$ cat config.mk
export PLATFORM = sky130hd
export DESIGN_NAME = fsed_detector_flat
export DESIGN_NICKNAME = d
export VERILOG_FILES = /design/src/verilog/fsed_pkg.sv /design/src/verilog/fsed_link_if.sv /design/src/verilog/fsed_sync3.sv /design/src/verilog/fsed_detector.sv /design/src/flat_wrapper.sv
export SDC_FILE = /design/constraint.sdc
export NUM_CORES = 1
export LEC_CHECK = 0
export BUFFER_PORTS_ARGS = -buffer_cell sky130_fd_sc_hd__buf_4
export CAP_MARGIN = 15
export CELL_PAD_IN_SITES_DETAIL_PLACEMENT = 1
export CELL_PAD_IN_SITES_GLOBAL_PLACEMENT = 1
export CORE_AREA = 2 2 149 151
export CTS_CLUSTER_DIAMETER = 150
export DETAILED_ROUTE_END_ITERATION = 12
export DIE_AREA = 0 0 151 153
export PLACE_DENSITY = 0.88
export SYNTH_ARGS = -nofsm -noshare
export SYNTH_HDL_FRONTEND = slang
export SYNTH_SLANG_ARGS = --single-unit
$ cat constraint.sdc
create_clock -name ref_clk_in -period 3.1 [get_ports ref_clk_in]
set_input_delay 0.31 -clock ref_clk_in [delete_from_list [all_inputs] [get_ports ref_clk_in]]
set_output_delay 0.31 -clock ref_clk_in [all_outputs]
set_load 0.02 [all_outputs]
$ cat src/verilog/fsed_pkg.sv
/*
  Package for the frame start and end detector: register offsets, field
  positions, reset values, modes and the host register map shared by both ends.
  Assumes nothing of its surroundings.
*/
package fsed_pkg;
  // ----------------------------------------------------------------------
  // Register offsets, configuration A and B
  // ----------------------------------------------------------------------
  localparam logic [7:0] CFGA_BASE = 8'h82;
  localparam logic [7:0] CFGB_BASE = 8'hA2;
  localparam logic [7:0] CFGA_START_PATTERN_MODE = 8'h82;
  localparam logic [7:0] CFGA_PATTERN_A_LENGTH = 8'h83;
  localparam logic [7:0] CFGA_PATTERN_B_LENGTH = 8'h84;
  localparam logic [7:0] CFGA_PATTERN_A_LOW = 8'h86;
  localparam logic [7:0] CFGA_PATTERN_A_HIGH = 8'h87;
  localparam logic [7:0] CFGA_PATTERN_B_LOW = 8'h88;
  localparam logic [7:0] CFGA_PATTERN_B_HIGH = 8'h89;
  localparam logic [7:0] CFGA_END_DETECT_CTRL = 8'h8A;
  localparam logic [7:0] CFGA_END_LENGTH_LIMIT = 8'h8B;
  localparam logic [7:0] CFGB_START_PATTERN_MODE = 8'hA2;
  localparam logic [7:0] CFGB_PATTERN_A_LENGTH = 8'hA3;
  localparam logic [7:0] CFGB_PATTERN_B_LENGTH = 8'hA4;
  localparam logic [7:0] CFGB_PATTERN_A_LOW = 8'hA6;
  localparam logic [7:0] CFGB_PATTERN_A_HIGH = 8'hA7;
  localparam logic [7:0] CFGB_PATTERN_B_LOW = 8'hA8;
  localparam logic [7:0] CFGB_PATTERN_B_HIGH = 8'hA9;
  localparam logic [7:0] CFGB_END_DETECT_CTRL = 8'hAA;
  localparam logic [7:0] CFGB_END_LENGTH_LIMIT = 8'hAB;
  localparam logic [7:0] CFG_RESET = 8'h00;

  // ----------------------------------------------------------------------
  // Field positions
  // ----------------------------------------------------------------------
  localparam int GAP_RESYNC_SELECT_BIT = 7;
  localparam int WILDCARD_HI = 6;
  localparam int WILDCARD_LO = 3;
  localparam int PHASE_READJUST_BIT = 2;
  localparam int MODE_SEL_HI = 1;
  localparam int MODE_SEL_LO = 0;
  localparam int END_ON_SYNC_LOSS_BIT = 2;
  localparam int END_ON_CODE_VIOLATION_BIT = 1;
  localparam int END_ON_LENGTH_BIT = 0;
  localparam int END_CTRL_UNUSED_BIT = 3;
  localparam int LEN_HI = 4;
  localparam logic [4:0] LEN_MAX = 5'h10;

  // ----------------------------------------------------------------------
  // Correlator modes
  // ----------------------------------------------------------------------
  localparam logic [1:0] MODE_16BIT = 2'h0;
  localparam logic [1:0] MODE_8BIT = 2'h1;
  localparam logic [1:0] MODE_8BIT_GAP = 2'h2;
  localparam logic [1:0] MODE_8BIT_EXT = 2'h3;

  // ----------------------------------------------------------------------
  // AXI4-Lite register map of the host controller
  // ----------------------------------------------------------------------
  localparam logic [7:0] HOST_CMD = 8'h00;
  localparam logic [7:0] HOST_STATUS = 8'h04;
  localparam logic [1:0] RESP_OKAY = 2'h0;
  localparam logic [1:0] RESP_SLVERR = 2'h2;
  localparam int CMD_ADDR_LO = 8;
  localparam int CMD_VALID_BIT = 16;
endpackage

$ cat src/verilog/fsed_link_if.sv
/*
  Link between the host configuration end and the detector end.
  Carries single-cycle register writes and the bank select from host to detector.
*/
`timescale 1ns/1ps
interface fsed_link_if;
  logic cfg_wr;
  logic [7:0] cfg_addr;
  logic [7:0] cfg_data;
  logic cfg_sel_b;

  modport host
  (
    output cfg_wr,
    output cfg_addr,
    output cfg_data,
    output cfg_sel_b
  );
  modport device
  (
    input cfg_wr,
    input cfg_addr,
    input cfg_data,
    input cfg_sel_b
  );
endinterface

$ cat src/verilog/fsed_sync3.sv
/*
  Three-stage input conditioner for pins outside the clock domain.
  A change counts once stages two and three agree.
*/
`timescale 1ns/1ps
module fsed_sync3
(
  // Clock and reset
  input wire logic ref_clk_in,
  input wire logic rst_n_in,
  // Data
  input wire logic pin_in,
  output logic level_out
);
  typedef struct packed
  {
    logic [2:0] sh;
    logic lvl;
  } fsed_sync_t;

  fsed_sync_t s_q;
  fsed_sync_t s_d;

  always_comb
  begin
    s_d = s_q;
    s_d.sh = {s_q.sh[1:0], pin_in};
    if (s_q.sh[1] == s_q.sh[2])
    begin
      s_d.lvl = s_q.sh[2];
    end
  end

  always_ff @(posedge ref_clk_in or negedge rst_n_in)
  begin
    if (!rst_n_in)
    begin
      s_q <= '0;
    end
    else
    begin
      s_q <= s_d;
    end
  end

  assign level_out = s_q.lvl;
endmodule

$ cat src/verilog/fsed_detector.sv
/*
  Frame start correlators and end-of-message detector.
  Assumes the chip stream, chip strobe, symbol sync and code violation
  flag come from upstream symbol sync logic as pins; configuration
  arrives over the link from the host end.
*/
// Decided for this implementation: the AXI4-Lite slave port.
`timescale 1ns/1ps
module fsed_detector
#(
  parameter int VIOLATION_WINDOW = 8
)
(
  // Clock and reset
  input wire logic ref_clk_in,
  input wire logic rst_n_in,
  // Configuration link
  fsed_link_if.device link,
  // Upstream chip stream
  input wire logic chip_in,
  input wire logic chip_stb_in,
  input wire logic symbol_sync_in,
  input wire logic manchester_code_violation_in,
  // Frame outputs
  output logic frame_sync_found_out,
  output logic end_of_message_out,
  output logic payload_bit_out,
  output logic payload_stb_out,
  output logic gap_resync_out,
  output logic phase_readjust_out,
  output logic sync_hold_out
);
  initial
  begin
    if (VIOLATION_WINDOW < 1 || VIOLATION_WINDOW > 255)
      $error("VIOLATION_WINDOW out of range");
  end

  typedef enum {ST_SEARCH, ST_PAYLOAD} fsed_state_t;
  typedef logic [7:0] fsed_cfg_t [18];

  typedef struct packed
  {
    fsed_state_t st;
    logic [7:0] mode;
    logic [4:0] len_a;
    logic [4:0] len_b;
    logic [15:0] pat_a;
    logic [15:0] pat_b;
    logic [2:0] end_ctrl;
    logic [7:0] limit;
    logic [31:0] hist;
    logic [8:0] bits;
    logic half;
    logic [7:0] hold;
    logic sync_prev;
    logic frame_sync_found;
    logic end_of_message;
    logic pbit;
    logic pstb;
  } fsed_state_s_t;

  fsed_state_s_t r_q;
  fsed_state_s_t r_d;
  logic [7:0] cfg_a_q [10];
  logic [7:0] cfg_b_q [10];
  logic chip_s;
  logic stb_s;
  logic sync_s;
  logic cv_s;
  logic [31:0] mask_a;
  logic [31:0] mask_b;
  logic hit_a;
  logic hit_b;

  fsed_sync3 u_chip (.ref_clk_in(ref_clk_in), .rst_n_in(rst_n_in),
    .pin_in(chip_in), .level_out(chip_s));
  fsed_sync3 u_stb (.ref_clk_in(ref_clk_in), .rst_n_in(rst_n_in),
    .pin_in(chip_stb_in), .level_out(stb_s));
  fsed_sync3 u_sync (.ref_clk_in(ref_clk_in), .rst_n_in(rst_n_in),
    .pin_in(symbol_sync_in), .level_out(sync_s));
  fsed_sync3 u_cv (.ref_clk_in(ref_clk_in), .rst_n_in(rst_n_in),
    .pin_in(manchester_code_violation_in), .level_out(cv_s));

  // ----------------------------------------------------------------------
  // Dual configuration banks
  // ----------------------------------------------------------------------
  logic stb_prev_q;
  logic chip_tick;

  always_ff @(posedge ref_clk_in or negedge rst_n_in)
  begin
    if (!rst_n_in)
    begin
      for (int i = 0; i < 10; i++)
      begin
        cfg_a_q[i] <= fsed_pkg::CFG_RESET;
        cfg_b_q[i] <= fsed_pkg::CFG_RESET;
      end
      stb_prev_q <= 1'b0;
    end
    else
    begin
      stb_prev_q <= stb_s;
      if (link.cfg_wr && link.cfg_addr >= fsed_pkg::CFGA_START_PATTERN_MODE
          && link.cfg_addr <= fsed_pkg::CFGA_END_LENGTH_LIMIT)
        cfg_a_q[4'(link.cfg_addr - fsed_pkg::CFGA_BASE)] <= link.cfg_data;
      if (link.cfg_wr && link.cfg_addr >= fsed_pkg::CFGB_START_PATTERN_MODE
          && link.cfg_addr <= fsed_pkg::CFGB_END_LENGTH_LIMIT)
        cfg_b_q[4'(link.cfg_addr - fsed_pkg::CFGB_BASE)] <= link.cfg_data;
    end
  end

  assign chip_tick = stb_s && !stb_prev_q;

  // ----------------------------------------------------------------------
  // Correlator masks
  // ----------------------------------------------------------------------
  genvar gi;
  generate
    for (gi = 0; gi < 16; gi++)
    begin : g_mask
      // Wild cards free the oldest four chips of pattern A
      assign mask_a[gi] = (gi < r_q.len_a) &&
        !(gi >= 12 && r_q.mode[fsed_pkg::WILDCARD_LO + (gi % 4)]);
      assign mask_b[gi] = gi < r_q.len_b;
      assign mask_a[gi + 16] = 1'b0;
      assign mask_b[gi + 16] = 1'b0;
    end
  endgenerate

  always_comb
  begin
    hit_a = ((r_q.hist[15:0] ^ r_q.pat_a) & mask_a[15:0]) == 16'h0000;
    hit_b = ((r_q.hist[15:0] ^ r_q.pat_b) & mask_b[15:0]) == 16'h0000;
    if (r_q.mode[fsed_pkg::MODE_SEL_HI:fsed_pkg::MODE_SEL_LO]
        == fsed_pkg::MODE_16BIT)
    begin
      // B chained ahead of A forms a 32-chip correlator
      hit_a = hit_a && (((r_q.hist[31:16] ^ r_q.pat_b) & mask_b[15:0])
        == 16'h0000);
      hit_b = 1'b0;
    end
    else if (r_q.len_a == 5'h00)
      hit_a = 1'b0;
    if (r_q.len_b == 5'h00)
      hit_b = 1'b0;
  end

  // ----------------------------------------------------------------------
  // Frame and end-of-message sequencing
  // ----------------------------------------------------------------------
  always_comb
  begin
    logic [7:0] c [10];
    logic lost;
    logic len_done;
    c = link.cfg_sel_b ? cfg_b_q : cfg_a_q;
    lost = r_q.hold == 8'h01 && !sync_s;
    len_done = 1'b0;
    r_d = r_q;
    r_d.mode = c[0];
    r_d.len_a = (c[1][4:0] > fsed_pkg::LEN_MAX) ? fsed_pkg::LEN_MAX
      : c[1][4:0];
    r_d.len_b = (c[2][4:0] > fsed_pkg::LEN_MAX) ? fsed_pkg::LEN_MAX
      : c[2][4:0];
    r_d.pat_a = {c[5], c[4]};
    r_d.pat_b = {c[7], c[6]};
    r_d.end_ctrl = c[8][2:0];
    r_d.limit = c[9];
    r_d.frame_sync_found = 1'b0;
    r_d.end_of_message = 1'b0;
    r_d.pstb = 1'b0;
    r_d.sync_prev = sync_s;
    // Sync indication lingers after symbol sync drops
    if (sync_s)
      r_d.hold = 8'(VIOLATION_WINDOW);
    else if (r_q.hold != 8'h00)
      r_d.hold = r_q.hold - 8'h01;
    case (r_q.st)
      ST_SEARCH:
      begin
        if (chip_tick)
          r_d.hist = {r_q.hist[30:0], chip_s};
        if ((hit_a || hit_b || (r_q.len_a == 5'h00 && r_q.len_b == 5'h00
            && r_q.mode[1:0] == fsed_pkg::MODE_16BIT && sync_s))
            && r_q.hold != 8'h00)
        begin
          r_d.frame_sync_found = 1'b1;
          r_d.st = ST_PAYLOAD;
          r_d.bits = 9'h000;
          r_d.half = 1'b0;
          r_d.hist = '0;
          if (r_q.mode[1:0] == fsed_pkg::MODE_8BIT_EXT)
          begin
            r_d.pbit = !hit_a;
            r_d.pstb = 1'b1;
          end
        end
      end
      ST_PAYLOAD:
      begin
        if (chip_tick)
        begin
          r_d.half = !r_q.half;
          if (r_q.half) // Second chip of a bit
          begin
            r_d.pbit = chip_s;
            r_d.pstb = 1'b1;
            r_d.bits = r_q.bits + 9'h001;
            // Limit zero fires on the first bit
            len_done = r_q.bits[7:0] == r_q.limit && !r_q.bits[8];
          end
        end
        if ((r_q.end_ctrl[fsed_pkg::END_ON_LENGTH_BIT] && len_done) ||
            (r_q.end_ctrl[fsed_pkg::END_ON_CODE_VIOLATION_BIT] && cv_s) ||
            (r_q.end_ctrl[fsed_pkg::END_ON_SYNC_LOSS_BIT] && lost))
        begin
          r_d.end_of_message = 1'b1;
          r_d.st = ST_SEARCH;
        end
        else if (r_q.hold == 8'h00)
          r_d.st = ST_SEARCH;
      end
      default:
        r_d.st = ST_SEARCH;
    endcase
  end

  always_ff @(posedge ref_clk_in or negedge rst_n_in)
  begin
    if (!rst_n_in)
    begin
      r_q <= '0;
      r_q.st <= ST_SEARCH;
    end
    else
    begin
      r_q <= r_d;
    end
  end

  assign frame_sync_found_out = r_q.frame_sync_found;
  assign end_of_message_out = r_q.end_of_message;
  assign payload_bit_out = r_q.pbit;
  assign payload_stb_out = r_q.pstb;
  assign gap_resync_out = r_q.mode[fsed_pkg::GAP_RESYNC_SELECT_BIT];
  assign phase_readjust_out = r_q.mode[fsed_pkg::PHASE_READJUST_BIT];
  assign sync_hold_out = r_q.hold != 8'h00;
endmodule

$ cat src/flat_wrapper.sv
// flat-port wrapper written by rule: the top's interface ports become plain ports
module fsed_detector_flat 
#(
  parameter int VIOLATION_WINDOW = 8
)
  (ref_clk_in, rst_n_in, chip_in, chip_stb_in, symbol_sync_in, manchester_code_violation_in, frame_sync_found_out, end_of_message_out, payload_bit_out, payload_stb_out, gap_resync_out, phase_readjust_out, sync_hold_out, link_cfg_wr, link_cfg_addr, link_cfg_data, link_cfg_sel_b);
  fsed_link_if link_i ();
  input wire logic ref_clk_in;
  input wire logic rst_n_in;
  input wire logic chip_in;
  input wire logic chip_stb_in;
  input wire logic symbol_sync_in;
  input wire logic manchester_code_violation_in;
  output logic frame_sync_found_out;
  output logic end_of_message_out;
  output logic payload_bit_out;
  output logic payload_stb_out;
  output logic gap_resync_out;
  output logic phase_readjust_out;
  output logic sync_hold_out;
  input wire logic [$bits(link_i.cfg_wr)-1:0] link_cfg_wr;
  input wire logic [$bits(link_i.cfg_addr)-1:0] link_cfg_addr;
  input wire logic [$bits(link_i.cfg_data)-1:0] link_cfg_data;
  input wire logic [$bits(link_i.cfg_sel_b)-1:0] link_cfg_sel_b;
  assign link_i.cfg_wr = link_cfg_wr;
  assign link_i.cfg_addr = link_cfg_addr;
  assign link_i.cfg_data = link_cfg_data;
  assign link_i.cfg_sel_b = link_cfg_sel_b;
  fsed_detector #(.VIOLATION_WINDOW(VIOLATION_WINDOW)) u_core (.ref_clk_in(ref_clk_in), .rst_n_in(rst_n_in), .link(link_i), .chip_in(chip_in), .chip_stb_in(chip_stb_in), .symbol_sync_in(symbol_sync_in), .manchester_code_violation_in(manchester_code_violation_in), .frame_sync_found_out(frame_sync_found_out), .end_of_message_out(end_of_message_out), .payload_bit_out(payload_bit_out), .payload_stb_out(payload_stb_out), .gap_resync_out(gap_resync_out), .phase_readjust_out(phase_readjust_out), .sync_hold_out(sync_hold_out));
endmodule
==> results of run 1 <==
[metal layers]
metal	wire (um)	track usage
met4	881	0.0748
met2	14400	0.445
met1	12000	0.331
met3	1080	0.0418
met5	0	0
[repair_timing]
action / CTS / global route
setup endpoints to repair: 0 / 0
hold buffers: 5 / 0
endpoints found under the hold margin: 91 / 0
[cells in the final DEF, fill, tap and decap left out, drive strengths merged, types with 5 or more instances in the layout]
master	count
mux2i	41
buf	52
xnor2	42
nor4	10
xor2	24
inv	6
mux2	176
a21oi	12
nand3	8
dfrtp	255
ha	5
clkbuf	44
nand2	25
dlygate4sd3	5
nand4	8
nor3	49
nor2	53
o21ai	10
[final timing paths]
check / endpoint / slack, ns / depth (start not counted)
worst max register to register: u_core.r_q[30]$_DFFE_PN0P_ / 0.26 / 8
max in group asynchronous: u_core.cfg_a_q[27]$_DFFE_PN0P_ / 1.82 / 3
worst min-delay path: u_core.cfg_a_q[38]$_DFFE_PN0P_ / 0.16 / 2
min in group asynchronous: u_core.r_q[12]$_DFFE_PN0P_ / 0.38 / 2
worst max-delay path: u_core.r_q[30]$_DFFE_PN0P_ / 0.26 / 8
worst min register to register: u_core.u_cv.s_d[3]$_DFF_PN0_ / 0.35 / 0
[power groups by stage]
| stage | combinational (mW) | clock (mW) | sequential, mW |
|---|---|---|---|
| after global routing | 1.19 | 3.65 | 3.78 |
| after CTS | 1.10 | 3.53 | 3.76 |
| after floorplan | 0.707 | 0 | 3.74 |
| final | 1.09 | 3.47 | 3.76 |
| after global placement | 1.02 | 0 | 3.79 |
| after detailed placement | 1.07 | 0 | 3.81 |
[sequential cells by signal, summed over array words and instances, names as in the netlist, 2 cells and up]
name,count
u_core.r_q,110
u_core.cfg_a_q,61
u_core.cfg_b_q,61
u_core.u_chip.s_d,2
u_core.u_cv.s_d,2
u_core.u_stb.s_d,2
u_core.u_sync.s_d,2
[critical path: cells and delay by family (launching register included)]
family | cells | cell delay [ns]
and+or+nand+nor | 4 | 1.20
DFF | 1 | 0.48
AOI/OAI and AO/OA | 3 | 0.79
buffers and inverters | 1 | 0.22
[area by class of cell]
class,count,area (um2)
fill,2087,8810
multi-input combinational,531,4450
timing repair buffer,57,498
tap,280,350
sequential,255,6380
clock inverter,7,135
inverter,6,22.5
clock buffer,44,832
[kinds of logic after synthesis]
kind of cell / after synthesis / synth area share
mux: 217 / 0.217
xor+xnor: 66 / 0.0523
fa+ha+maj: 9 / 0.00929
simple gates: 174 / 0.0817
compound gates: 65 / 0.0417
buf+inv: 47 / 0.0205
flops: 255 / 0.578
[per-stage QoR]
step / hold WS, ns / util / setup WS [ns] / power (mW)
2_1_floorplan: 0.0144 / - / 0.554 / 4.44
3_3_place_gp: 0.334 / 0.542 / 0.445 / 4.81
3_5_place_dp: 0.338 / 0.542 / 0.393 / 4.89
4_1_cts: 0.151 / 0.590 / 0.277 / 8.39
5_1_grt: 0.173 / 0.590 / 0.156 / 8.63
6_report: 0.164 / 0.590 / 0.262 / 8.32
==> flow_summary.yaml, run 1 <==
outcome:
  status: "finished clean"
detailed_routing:
  routed_via_density: 5.83
  drc_errors: 0
  ant_nets: 0
  drt_iter0_drc: 383
  vias: 6876
  wire_per_inst_um: 24.0
  first_pass_iters: 4
  finalWirelength_um: 28300
placed_design:
  port-buffer-count: 30
  place_hpwl_um: 18600
  place_inst: 1124
  place_area_mm2: 0.0117
  gp_congestion: 0.903
worst_setup_path:
  worst-setup-path-type: "reg2reg"
  crit_fanout: 32
  cp_slowest_stage_delay_ns: 0.53
  start_kind: "register"
  r2r_start: "u_core.r_q[99]$_DFF_PN0_"
  cp_slowest_cell: "or4_4"
  cp.arrival_ns: 3.25
  crit_chain: "or4_4, a22o_1, a2111o_1, nor4_2, a41o_2, and2_1, buf_12, nor3_1"
  worst_ep_required_time_ns: 3.51
  worstSetupStartpoint: "u_core.r_q[99]$_DFF_PN0_"
  end_kind: "register"
logic_synthesis:
  yosysUniqueCellTypes: 56
  syn_area_per_cell_um2: 13.3
  synth-main-ff-cell: "dfrtp_1"
  yosys.area.top_type: "dfrtp_1"
  synthCells: 833
  synth.cells.most_frequent: "dfrtp_1, mux2_2, nor2_1"
  synth_edf_count: 0
  synth_top_area_share: 0.578
  ys_ff_latch: 255
  synth_most_common_cell: "dfrtp_1"
  synth_nets: 862
  synth_seq_area_share: 0.578
  syn_area_mm2: 0.0110
  yosys_warnings: 0
  synthArstFlopShare: 1.00
  synth.area.top_cells: "dfrtp_1, mux2_2, mux2i_1"
worst_hold_path:
  holdCritStartpoint: "link_cfg_data[6]"
  holdCritPathClass: "in2reg"
layout:
  drive_gt1_frac: 0.320
  layout.nets: 908
  synthToLayoutAreaGrowth_pct: 14.7
  diodes: 0
  stdcell_count: 1180
  fin_area_mm2: 0.0127
sta:
  slew_headroom: 0.478
  finalHoldViolCount: 0
  rsz0062_at_grt: "no"
  worstMarginPinSlew_ns: 0.763
  min_period_ns: 2.84
  final_max_slew_viol_count: 0
  max_freq_mhz: 352
  skew_ns: 0.00988
  setup_violations: 0
  fin_crit_sh: 0.916
  setup_tns_ns: 0
clocking:
  h-tree-depth: 1
  cts_resized: 0
  cts_root_buf: "clkbuf_16"
  cts_tree: "built"
  clk_latency_ns: 0.54
  cts_buffers: 28
  clock-sinks: 255
  cts_setup_buffers: 0
  cts.clk_slew.worst_paths_ns: 0.06
  clockBufferDepth: 3
floorplanning:
  die_w_um: 151
  rows: 54
  die_area_mm2: 0.0231
  core_mm2: 0.0215
  die_h_um: 153
  pin_count: 31
  initial_core_util: 0.514
power_and_ir_drop:
  p_sw_frac: 0.260
  internal_power_mw: 6.15
  vdd_drop_max_v: 0.000364
  pwr-share-comb: 0.131
  p_sw_mw: 2.16
  p_per_area_mw_per_mm2: 656
  leakage_nw: 6.12
  power_frac_clock: 0.417
  share_seq_of_total_power: 0.452
grt:
  overflow: 0
  grt_pass1_wl_um: 45400
  grt_pass1_vias: 7927
  grt_util_all_layers: 0.256
  grt_max_degree: 93
  antenna_found_initial: 1
job:
  max_cap_viol_count: 0
No activity file was read; power rests on OpenSTA's default activity.
==> inputs of run 2 (changes only) <==
BUFFER_PORTS_ARGS = -buffer_cell sky130_fd_sc_hd__buf_2   (was -buffer_cell sky130_fd_sc_hd__buf_4)
==> run 2 against run 1 <==
Compared with the run above: die area unchanged; worst hold slack improved by 0.12 ns; wire length up 5.0%; sequential share of layout area up 0.44 points; critical path type unchanged; highest routed layer unchanged.
==> flow_summary.yaml, run 2 (synthesis results as in run 1) <==
floorplanning:
  rows: 54
  initial_core_util: 0.514
  core_mm2: 0.0215
  pin_count: 31
  die_h_um: 153
  die_area_mm2: 0.0231
  die_w_um: 151
sta:
  final_max_slew_viol_count: 0
  rsz0062_at_grt: "no"
  finalHoldViolCount: 0
  fin_crit_sh: 0.939
  worstMarginPinSlew_ns: 0.884
  fin_ws_ns: 0.189
  setup_tns_ns: 0
  max_freq_mhz: 344
  hold_ws_ns: 0.282
  min_period_ns: 2.91
  setup_violations: 0
  slew_headroom: 0.395
  skew_ns: 0.00982
clocking:
  cts_buffers: 27
  clk_latency_ns: 0.54
  h-tree-depth: 1
  clockBufferDepth: 3
  clock-sinks: 255
  cts_tree: "built"
  cts.clk_slew.worst_paths_ns: 0.06
  cts_root_buf: "clkbuf_16"
worst_setup_path:
  crit_chain: "or3_1, nor3_1, buf_4, nor2_1, nor4_1, o2111ai_1, nor4_4, buf_4, nor3_1"
  cp.arrival_ns: 3.32
  cp_slowest_cell: "dfrtp_1"
  start_kind: "register"
  crit_fanout: 14
  end_kind: "register"
  worst_ep_required_time_ns: 3.51
  cp_slowest_stage_delay_ns: 0.53
  worst-setup-path-type: "reg2reg"
layout:
  largest-register: "u_core.r_q"
  synthToLayoutAreaGrowth_pct: 13.8
  drive_gt1_frac: 0.327
  diodes: 0
  layout_common_cells: "dfrtp_1, mux2_2, nor2_1"
  largest_reg_flops: 110
  layout.nets: 907
  largestRegisters: "u_core.r_q: 110 flops, u_core.cfg_a_q: 61 flops, u_core.cfg_b_q: 61 flops"
  layout_commonest_cell: "dfrtp_1"
detailed_routing:
  wire_per_inst_um: 25.3
  drt_iter0_drc: 377
  vias: 6998
  routed_via_density: 5.94
  ant_nets: 0
  finalWirelength_um: 29800
  drc_errors: 0
  first_pass_iters: 4
placed_design:
  port-buffer-count: 30
  place_hpwl_um: 18700
  place_ws_ns: 0.343
  gp_congestion: 0.886
grt:
  antenna_found_initial: 0
  overflow: 0
  grt_util_all_layers: 0.268
  grt_max_degree: 83
  grt_pass1_vias: 8037
  grt_pass1_wl_um: 47200
job:
  max_cap_viol_count: 0
worst_hold_path:
  holdCritPathClass: "in2reg"
power_and_ir_drop:
  p_per_area_mw_per_mm2: 652
  vdd_drop_max_v: 0.000410
  leakage_nw: 6.09
  power_mw: 8.19
outcome:
  status: "finished clean"
## run 2: cell count changes in the layout (fill, tap and decap cells not counted), sizes merged
cell / delta
bufinv: -1
clkbuf: -8
clkinv: +3
clkinvlp: +2
inv: +3
## run 2: critical path: cells and delay by family (launching register included)
family / cells / cell delay, ns
AND/OR/NAND/NOR: 6 / 1.40
flip-flops: 1 / 0.53
buffers and inverters: 2 / 0.47
AO/OA/AOI/OAI: 1 / 0.36
## run 2: final cells by class
type                       count  area (um2)
multi-input combinational    531        4450
clock buffer                  36         769
inverter                       6        22.5
fill                        2102        8920
clock inverter                14         161
timing repair buffer          57         425
tap                          280         350
sequential                   255        6380
## run 2: per-stage QoR
| step | std cells | cell area (um2) | util |
|---|---|---|---|
| after detailed placement | 1124 | 11600 | 0.539 |
| after CTS | 1179 | 12600 | 0.585 |
| after global routing | 1179 | 12600 | 0.585 |
| after global placement | 1124 | 11600 | 0.539 |
| final | 1179 | 12600 | 0.585 |
| after floorplan | 833 | 11000 | - |
## run 2: worst paths after layout
| path | endpoint | depth (start not counted) | slack [ns] | start |
|---|---|---|---|---|
| setup / recovery | u_core.r_q[38]$_DFFE_PN0P_ | 9 | 0.19 | u_core.r_q[107]$_DFF_PN0_ |
| hold / removal | u_core.cfg_a_q[22]$_DFFE_PN0P_ | 2 | 0.28 | link_cfg_data[6] |
| setup reg to reg | u_core.r_q[38]$_DFFE_PN0P_ | 9 | 0.19 | u_core.r_q[107]$_DFF_PN0_ |
| hold reg to reg | u_core.u_sync.s_d[3]$_DFF_PN0_ | 0 | 0.36 | u_core.u_sync.s_d[2]$_DFF_PN0_ |
| max in group asynchronous | u_core.cfg_a_q[76]$_DFFE_PN0P_ | 3 | 1.82 | rst_n_in |
| min in group asynchronous | u_core.r_q[10]$_DFFE_PN0P_ | 2 | 0.36 | rst_n_in |
## run 2: per-layer routing
layer,global-route usage,wire [um],vias up
met5,0,0,-
met4,0.0966,1040,0
met3,0.0424,1370,76
met2,0.450,15000,193
met1,0.353,12300,3678
li1,-,-,3051
## run 2: what timing repair did
action,CTS,global route
hold buffers,5,0
hold endpoints to repair,82,0
endpoints found under the setup margin,0,0
buffers inserted,0,0
resized for setup,0,0
## run 2: power breakdown
| group | total, mW | internal [mW] | switching, mW | leakage, nW |
|---|---|---|---|---|
| sequential | 3.75 | 3.54 | 0.213 | 3.48 |
| combinational | 1.08 | 0.435 | 0.650 | 2.15 |
| clock | 3.36 | 2.00 | 1.36 | 0.459 |
| total | 8.19 | 5.97 | 2.22 | 6.09 |
